<file path="config.mk">
export PLATFORM = sky130hd
export DESIGN_NAME = primary_fault_flags
export DESIGN_NICKNAME = d
export VERILOG_FILES = /design/src/verilog/fault_flags_pkg.sv /design/src/verilog/odd_parity.sv /design/src/verilog/primary_fault_flags.sv
export SDC_FILE = /design/constraint.sdc
export NUM_CORES = 1
export LEC_CHECK = 0
export BUFFER_PORTS_ARGS = -buffer_cell sky130_fd_sc_hd__buf_4
export CORE_MARGIN = 2
export CORE_UTILIZATION = 50
export DETAILED_ROUTE_END_ITERATION = 10
export HOLD_SLACK_MARGIN = 0.12
export MAX_ROUTING_LAYER = met4
export PLACE_DENSITY = 0.82
export SETUP_SLACK_MARGIN = 0.4
export SYNTH_ARGS = -nofsm -noshare
export SYNTH_HDL_FRONTEND = slang
export SYNTH_SLANG_ARGS = --single-unit
export TNS_END_PERCENT = 30
</file>
<file path="constraint.sdc">
create_clock -name ref_clk -period 3.4 [get_ports ref_clk]
set_input_delay 0.17 -clock ref_clk [delete_from_list [all_inputs] [get_ports ref_clk]]
set_output_delay 0.17 -clock ref_clk [all_outputs]
set_load 0.05 [all_outputs]
</file>
<file path="src/verilog/fault_flags_pkg.sv">
/*
 * Constants for the primary fault flag register: offset, reset value,
 * bit positions of every field and the layout of the sticky flags.
 * Assumes a register read port that carries a byte-wide offset.
 */
package fault_flags_pkg;

   // Register decode
   localparam int ADDR_W = 8;
   localparam logic [7:0] FAULT_REG_OFFSET = 8'h03;
   localparam logic [15:0] FAULT_REG_RESET = 16'h0800;
   localparam logic [15:0] RESERVED_MASK = 16'h8050;

   // Field positions
   localparam int BIT_PARITY = 0;
   localparam int BIT_LAST_MSG = 1;
   localparam int BIT_LINK_LOSS = 2;
   localparam int BIT_TRISTATE = 3;
   localparam int BIT_NEG_OV = 5;
   localparam int BIT_VERIFY_TO = 7;
   localparam int BIT_SPI_FAULT = 8;
   localparam int BIT_SHOOT = 9;
   localparam int BIT_ENABLE = 10;
   localparam int BIT_PRIM_RESET = 11;
   localparam int BIT_EXT_RESET = 12;
   localparam int BIT_BLANK_TO = 13;
   localparam int BIT_OV2_TO = 14;

   // Sticky flag slots, index into the sticky vector
   localparam int STICKY_NUM = 6;
   localparam int SK_LINK = 0;
   localparam int SK_SPI = 1;
   localparam int SK_SHOOT = 2;
   localparam int SK_ENABLE = 3;
   localparam int SK_PRIM_RESET = 4;
   localparam int SK_EXT_RESET = 5;
   localparam int STICKY_POS [STICKY_NUM] = '{
      BIT_LINK_LOSS, BIT_SPI_FAULT, BIT_SHOOT,
      BIT_ENABLE, BIT_PRIM_RESET, BIT_EXT_RESET};

   // Mirrored remote flag slots
   localparam int MIRROR_NUM = 5;
   localparam int MR_OV2_TO = 0;
   localparam int MR_BLANK_TO = 1;
   localparam int MR_VERIFY_TO = 2;
   localparam int MR_NEG_OV = 3;
   localparam int MR_TRISTATE = 4;
   localparam int MIRROR_POS [MIRROR_NUM] = '{
      BIT_OV2_TO, BIT_BLANK_TO, BIT_VERIFY_TO,
      BIT_NEG_OV, BIT_TRISTATE};

   // Read answer sequencing
   typedef enum logic [1:0] {
      RD_IDLE = 2'b01,
      RD_ANSWER = 2'b10
   } rd_state_t;

endpackage : fault_flags_pkg

</file>
<file path="src/verilog/odd_parity.sv">
/*
 * Odd parity generator for a 16-bit returned word.
 * Assumes bit 0 of the word is the parity slot itself.
 */
`timescale 1ns/1ns

module odd_parity (
   // Upper fifteen bits of the word
   input wire logic [15:1] word,
   // Parity bit making the whole word odd
   output logic parity
);

   // Odd total count of ones over the sixteen bits
   always_comb begin
      parity = ~(^word);
   end

endmodule : odd_parity

</file>
<file path="src/verilog/primary_fault_flags.sv">
/*
 * Primary fault flag register: sticky primary-side fault flags, mirrors
 * of remote flags, last-message status and odd parity, read at its own
 * offset through a simple read port.
 * Assumes the serial framer issues one-cycle read requests and clear
 * commands, event inputs are one-cycle pulses and all inputs are
 * synchronous to ref_clk.
 */
`timescale 1ns/1ns

module primary_fault_flags (
   // Clock and reset
   input wire logic ref_clk,
   input wire logic rst,
   // Register read port
   input wire logic rdReq,
   input wire logic [fault_flags_pkg::ADDR_W-1:0] rdAddr,
   output logic [15:0] rdData_q,
   output logic rdValid_q,
   output logic rdMiss_q,
   // Clear command for sticky flags
   input wire logic clearReq,
   // Primary events and conditions
   input wire logic resetEvt,
   input wire logic extResetEvt,
   input wire logic enableValid,
   input wire logic shootThroughEvt,
   input wire logic shootThroughInhibit,
   input wire logic spiFaultEvt,
   input wire logic linkLossEvt,
   input wire logic secondaryReady,
   input wire logic lastMessageInvalid,
   // Remote flags to mirror
   input wire logic overvoltage2TimeoutFlag,
   input wire logic blankingTimeoutFlag,
   input wire logic verifyTimeoutFlag,
   input wire logic negativeSupplyOvervoltageFlag,
   input wire logic outputTristateFlag,
   // Status view
   output logic shootThroughInhibit_q,
   output logic [15:0] faultFlags_q
);

   logic [fault_flags_pkg::STICKY_NUM-1:0] sticky_q;
   logic [fault_flags_pkg::STICKY_NUM-1:0] sticky_d;
   logic [fault_flags_pkg::STICKY_NUM-1:0] stickySet;
   logic [fault_flags_pkg::STICKY_NUM-1:0] clearBlock;
   logic [fault_flags_pkg::MIRROR_NUM-1:0] mirror_q;
   logic [fault_flags_pkg::MIRROR_NUM-1:0] mirror_d;
   logic [fault_flags_pkg::MIRROR_NUM-1:0] mirrorIn;
   logic enableValid_q;
   logic enableValid_d;
   logic lastMsgBad_q;
   logic lastMsgBad_d;
   logic inhibit_d;
   logic anyReset;
   logic [15:0] wordRaw;
   logic wordParity;
   logic [15:0] faultFlags_d;
   fault_flags_pkg::rd_state_t rdState_q;
   fault_flags_pkg::rd_state_t rdState_d;
   logic [15:0] rdData_d;
   logic rdValid_d;
   logic rdMiss_d;

   // Reset sources, internal or from the reset pin
   assign anyReset = resetEvt | extResetEvt;

   // Set causes of each sticky flag
   always_comb begin
      stickySet = '0;
      stickySet[fault_flags_pkg::SK_LINK] =
         linkLossEvt & ~anyReset;
      stickySet[fault_flags_pkg::SK_SPI] = spiFaultEvt;
      stickySet[fault_flags_pkg::SK_SHOOT] = shootThroughEvt;
      stickySet[fault_flags_pkg::SK_ENABLE] =
         enableValid_q & ~enableValid;
      stickySet[fault_flags_pkg::SK_PRIM_RESET] = anyReset;
      stickySet[fault_flags_pkg::SK_EXT_RESET] = extResetEvt;
   end

   // Conditions that keep a flag from clearing
   always_comb begin
      clearBlock = '0;
      clearBlock[fault_flags_pkg::SK_LINK] = ~secondaryReady;
      clearBlock[fault_flags_pkg::SK_SHOOT] =
         shootThroughInhibit;
      clearBlock[fault_flags_pkg::SK_ENABLE] = ~enableValid;
   end

   // One sticky cell per flag; a set in the clear cycle wins
   for (genvar g = 0; g < fault_flags_pkg::STICKY_NUM; g++) begin : gSticky
      always_comb begin
         sticky_d[g] = stickySet[g] |
            (sticky_q[g] & ~(clearReq & ~clearBlock[g]));
      end

      always_ff @(posedge ref_clk) begin
         if (rst) begin
            sticky_q[g] <= fault_flags_pkg::FAULT_REG_RESET[
               fault_flags_pkg::STICKY_POS[g]];
         end else begin
            sticky_q[g] <= sticky_d[g];
         end
      end
   end

   // Remote flags gathered in slot order
   always_comb begin
      mirrorIn = '0;
      mirrorIn[fault_flags_pkg::MR_OV2_TO] = overvoltage2TimeoutFlag;
      mirrorIn[fault_flags_pkg::MR_BLANK_TO] = blankingTimeoutFlag;
      mirrorIn[fault_flags_pkg::MR_VERIFY_TO] = verifyTimeoutFlag;
      mirrorIn[fault_flags_pkg::MR_NEG_OV] = negativeSupplyOvervoltageFlag;
      mirrorIn[fault_flags_pkg::MR_TRISTATE] = outputTristateFlag;
   end

   // Next values of mirrors, edge history, message status, inhibit
   always_comb begin
      mirror_d = mirrorIn;
      enableValid_d = enableValid;
      lastMsgBad_d = lastMessageInvalid;
      inhibit_d = shootThroughInhibit;
   end

   // Mirror and status registers
   always_ff @(posedge ref_clk) begin
      if (rst) begin
         mirror_q <= '0;
         enableValid_q <= 1'b0; // No loss seen until valid first
         lastMsgBad_q <= 1'b0;
         shootThroughInhibit_q <= 1'b0;
      end else begin
         mirror_q <= mirror_d;
         enableValid_q <= enableValid_d;
         lastMsgBad_q <= lastMsgBad_d;
         shootThroughInhibit_q <= inhibit_d;
      end
   end

   // Word assembly; reserved bits stay zero
   always_comb begin
      wordRaw = '0;
      for (int i = 0; i < fault_flags_pkg::STICKY_NUM; i++) begin
         wordRaw[fault_flags_pkg::STICKY_POS[i]] = sticky_q[i];
      end
      for (int i = 0; i < fault_flags_pkg::MIRROR_NUM; i++) begin
         wordRaw[fault_flags_pkg::MIRROR_POS[i]] =
            mirror_q[i];
      end
      wordRaw[fault_flags_pkg::BIT_LAST_MSG] = lastMsgBad_q;
   end

   // Parity over the assembled word
   odd_parity uParity (
      .word(wordRaw[15:1]),
      .parity(wordParity)
   );

   // Live view of the register
   always_comb begin
      faultFlags_d = {wordRaw[15:1], wordParity};
   end

   // Read sequencing and answer word; a miss still carries the last-message bit and its parity
   always_comb begin
      rdState_d = rdState_q;
      rdData_d = rdData_q;
      rdValid_d = 1'b0;
      rdMiss_d = rdMiss_q;
      case (rdState_q)
         fault_flags_pkg::RD_IDLE: begin
            if (rdReq) begin
               rdState_d = fault_flags_pkg::RD_ANSWER;
               rdValid_d = 1'b1;
               if (rdAddr == fault_flags_pkg::FAULT_REG_OFFSET) begin
                  rdData_d = faultFlags_d;
                  rdMiss_d = 1'b0;
               end else begin
                  rdData_d = {14'h0000, lastMsgBad_q, ~lastMsgBad_q};
                  rdMiss_d = 1'b1;
               end
            end
         end
         fault_flags_pkg::RD_ANSWER: begin
            rdState_d = fault_flags_pkg::RD_IDLE;
         end
         default: begin
            rdState_d = fault_flags_pkg::RD_IDLE;
         end
      endcase
   end

   // Read and view registers
   always_ff @(posedge ref_clk) begin
      if (rst) begin
         rdState_q <= fault_flags_pkg::RD_IDLE;
         rdData_q <= 16'h0000;
         rdValid_q <= 1'b0;
         rdMiss_q <= 1'b0;
         faultFlags_q <= 16'h0000;
      end else begin
         rdState_q <= rdState_d;
         rdData_q <= rdData_d;
         rdValid_q <= rdValid_d;
         rdMiss_q <= rdMiss_d;
         faultFlags_q <= faultFlags_d;
      end
   end
endmodule : primary_fault_flags

</file>
=== Yosys cells after proc, flatten, opt, wreduce, memory -nomap -nowiden ===
Index checks and enable logic that the tools add are counted.

* Input bits: 26
* Logic and storage cells: 52
* Register bits: 50

* Bitwise logic cells: 28
* Multiplexer cells: 3
* Reduce and logical (&&, ||, !) cells: 3
* Equality and inequality tests: 2

{| class="wikitable"
|+ Operators by type and width
! cell !! count
|-
| $mux 15 || 1
|-
| $reduce_xor 15->1 || 1
|-
| $and 1x1->1 || 11
|-
| $not 1->1 || 10
|-
| $eq 8x2->1 const B || 1
|-
| $or 1x1->1 || 7
|-
| $eq 2x1->1 const B || 1
|-
| $mux 1 || 2
|-
| $reduce_and 2->1 || 1
|-
| $reduce_or 2->1 || 1
|}

=== Longest topological paths before layout ===
* Word-level depth: 5
* Mapped depth: 5

=== Modules after synthesis ===
Synthesis repeated with hierarchy kept, for this count alone.

* Cell total of the unflattened synthesis: 158
* Area total of the unflattened synthesis: 1599.0 um^2

{| class="wikitable"
|+ By module, submodules not included
! module !! instances !! seq. area each (um^2) !! cells each !! area an instance (um^2)
|-
| primary_fault_flags || 1 || 880.8 || 147 || 1461.4
|-
| odd_parity || 1 || 0.0 || 11 || 137.6
|}

=== Worst setup path before layout ===
OpenSTA, ideal clock, no wires.

* Path kind: input to register
* Start: in rdAddr[5] (netlist name)
* End: reg rdData_q[10]
* Data required time: 3.341 ns
* Stages on the path: 5
* Arrival: 1.343 ns
* Path slack: 1.998 ns
* Cells stage by stage: or4_4 -> nor4_4 -> and2_2 -> buf_6 -> a22o_2

* Cells in the longest elaborated chain, start to end: 2

{| class="wikitable"
|+ RTL lines
! what !! RTL line !! source
|-
| from (decl) || primary_fault_flags.sv:17 || <nowiki>input wire logic [fault_flags_pkg::ADDR_W-1:0] rdAddr,</nowiki>
|-
| $eq 8x2->1 || primary_fault_flags.sv:176 || <nowiki>if (rdAddr == fault_flags_pkg::FAULT_REG_OFFSET) begin</nowiki>
|-
| $mux 15 || primary_fault_flags.sv:176 ||
|-
| to (signal assigned) || primary_fault_flags.sv:204 || <nowiki>rdData_q <= rdData_d;</nowiki>
|-
| to (decl) || primary_fault_flags.sv:18 || <nowiki>output logic [15:0] rdData_q,</nowiki>
|}

No other way between the ends.
A chain may end at the register's enable or synchronous reset.

=== Worst setup path in the final report ===
* Start: in rdAddr[3] (netlist name)
* End: reg rdData_q[0]

Same word-level chain as after synthesis.

==> results.ini <==
[min_path]
min_path_cells=4
hp-class=in2reg
hp-start=rdAddr[2]
min_to=rdData_q[2]

[die]
initial_core_util_pct=53.5
io-pin-count=61
design.core.area_um2=2810
std_cell_rows=19
dieArea_um2=3450
die_w_um=58.8
die_h_um=58.8

[layout]
fin_cells=240
nets=235
design_area_um2=2160
syn_to_final_growth_pct=44.2
antennaDiodeCount=0
drive_gt1_share_pct=35.9

[setup_path]
criticalPathCategory=in2reg
crit_path_max_fanout=5
rrSetupSlack_ns=2.00
cp-end-kind=flip-flop
startpoint_type=input pin
r2r_cells=4
r2r-end=rdData_q[7]
critPathArrivalTime_ns=1.99
worstPathRequired_ns=3.70
reg2reg_from=rdState_q[1]

[cts]
worst_skew_pair.late_latency_ns=0.36
cts-resized-gates=0
clock_path_buffers=2
htreeDepth=2
clkSinkCount=44
cts_tree=done
cts.reportedPaths.clkPinSlew_ns=0.12
numCtsBuffers=5
clockRootBuffer=clkbuf_4

[sta]
hold_viol=0
slew_headroom_pct=59.6
fin_worst_skew_ns=0.0107
clock.fmax_mhz=592
setup_viol=0
fin_crit_ns=1.69
fin_crit_sh_pct=49.7
rsz0062_at_grt=no
max_slew.worst_pin.slew_ns=0.604
tns_ns=0
drv_slew=0

[global_route]
grt_start_max_net_pins=35
grt_usage_pct=19.6
grt_antenna_before_repair=0
first_global_vias=1148
grt-ovfl-total=0
grt_first_pass_wirelength_um=4820

[placed_design]
gp_congestion=0.734
dp_cells=216
place_area_um2=1900
port_buffers=54
dp_hpwl_um=2160

[route]
wirelength_um=3070
viasPerCell=5.00
routedWlPerCell_um=12.8
dr.pass1.iters=7
ant_nets=0
drtIter0Drc=37
drc=5
routed-via-count=1201

[yosys]
syn-cell-area_um2=1500
netlist-cell-type-count=23
yosysSeqAreaShare_pct=58.7
yosys_warnings=0
synth-seq-cells=44
syn-mean-instance-area_um2=11.0
syn_inst=136

[outcome]
status=finished, violations left
violations=DRC

[power_and_ir_drop]
ir_drop_v=0.000341
finalPower_mw=1.12
p_per_area_nw_per_um2=520
p_leak_nw=0.978

[job]
drv_cap=0

## worst max-delay path, cell delays in order
cell and delay, ns:
dlygate4sd3_1 0.54, buf_4 0.14, nor4_4 0.35, dlygate4sd3_1 0.61
nand2_1 0.05, o21ai_0 0.13
## state kept, by name (all words and copies together), names as in the netlist
name                   flops
rdMiss_q                   1
faultFlags_d               6
enableValid_q              1
rdState_q                  2
lastMsgBad_q               1
rdData_q                  13
rdValid_q                  1
faultFlags_q              13
shootThroughInhibit_q      1
mirror_q                   5
## cell usage in the layout (no fill, tap or decap)
master          n
nor2b_1        20
dfxtp_1        44
buf_4          54
conb_1          6
o21ai_0         3
o41a_2          1
bufinv_16       2
inv_1           4
xnor3_1         1
or4_4           1
nand3_1         1
nor4_4          1
nand2_1         8
a211oi_1        1
and2_2          1
a22o_1          1
a22o_2         10
nor2_1         10
a21oi_1         6
nand3b_1        2
xnor2_1         9
nor3_1          1
clkbuf_4        5
dlygate4sd3_1  17
## final cells by class
cell class                 instances  area (µm²)
clock buffer                       5        37.5
tap                               31        38.8
fill                             194         642
inverter                           4        15.0
multi-input combinational         83         556
sequential                        44         881
clock inverter                     2        60.1
timing repair buffer              71         576
## synth_stat cells
master,number,area share [%]
nor4_4,1,1.4
a21oi_1,6,2.0
and2_2,1,0.50
conb_1,1,0.25
dfxtp_1,44,59
a211oi_1,1,0.50
buf_6,1,0.75
nand3b_1,2,1.0
o41a_2,1,0.83
a22o_2,10,6.7
or4_4,1,0.75
a22o_1,1,0.58
nand3_1,1,0.33
buf_4,6,3.0
xnor2_1,9,5.3
inv_1,4,1.0
clkbuf_1,3,0.75
nand2_1,8,2.0
xnor3_1,1,1.5
o21ai_0,3,1.0
nor3_1,1,0.33
nor2_1,10,2.5
nor2b_1,20,8.3
## worst max-delay path by stage
stage / startpoint / end / slack, ns / depth (start not counted)
3_5_place_dp: rdAddr[5] / rdData_q[9] / 1.78 / 5
6_report: rdAddr[3] / rdData_q[0] / 1.71 / 6
5_1_grt: rdAddr[3] / rdData_q[0] / 1.60 / 6
3_3_place_gp: rdAddr[5] / rdData_q[12] / 1.82 / 5
2_1_floorplan: rdAddr[5] / rdData_q[10] / 2.00 / 5
4_1_cts: rdAddr[3] / rdData_q[0] / 1.74 / 6
## cell families after synthesis
| group | after synthesis | share of synthesized area, % |
|---|---|---|
| flops | 44 | 58.7 |
| compound gates | 22 | 11.6 |
| other cells | 1 | 0.250 |
| buf+inv | 14 | 5.50 |
| simple gates | 45 | 17.2 |
| xor+xnor | 10 | 6.76 |
## power breakdown
part           internal (mW)  total [mW]  switching, mW
logic                 0.0812       0.189          0.108
clock network          0.225       0.382          0.157
registers              0.539       0.553         0.0136
## repair_timing
action | in CTS | in global routing
endpoints found under the hold margin | 15 | 0
setup buffers | 0 | 0
endpoints found under the setup margin | 0 | 0
hold buffers | 17 | 0
## per-stage QoR
step | setup slack [ns] | hold slack [ns] | util, %
6_report | 1.71 | 0.142 | 77.1
2_1_floorplan | 2.00 | 0.253 | -
5_1_grt | 1.60 | 0.132 | 77.1
3_3_place_gp | 1.82 | 0.383 | 67.6
3_5_place_dp | 1.78 | 0.385 | 67.6
4_1_cts | 1.74 | 0.134 | 77.1
## per-layer routing
layer,GRT usage [%],share of wire (%),up-vias
li1,-,-,583
met1,22.0,40,556
met2,31.1,51,53
met3,5.05,6.7,9
met4,12.0,2.4,0
met5,-,0,-
(Power assumes the default switching activity.)
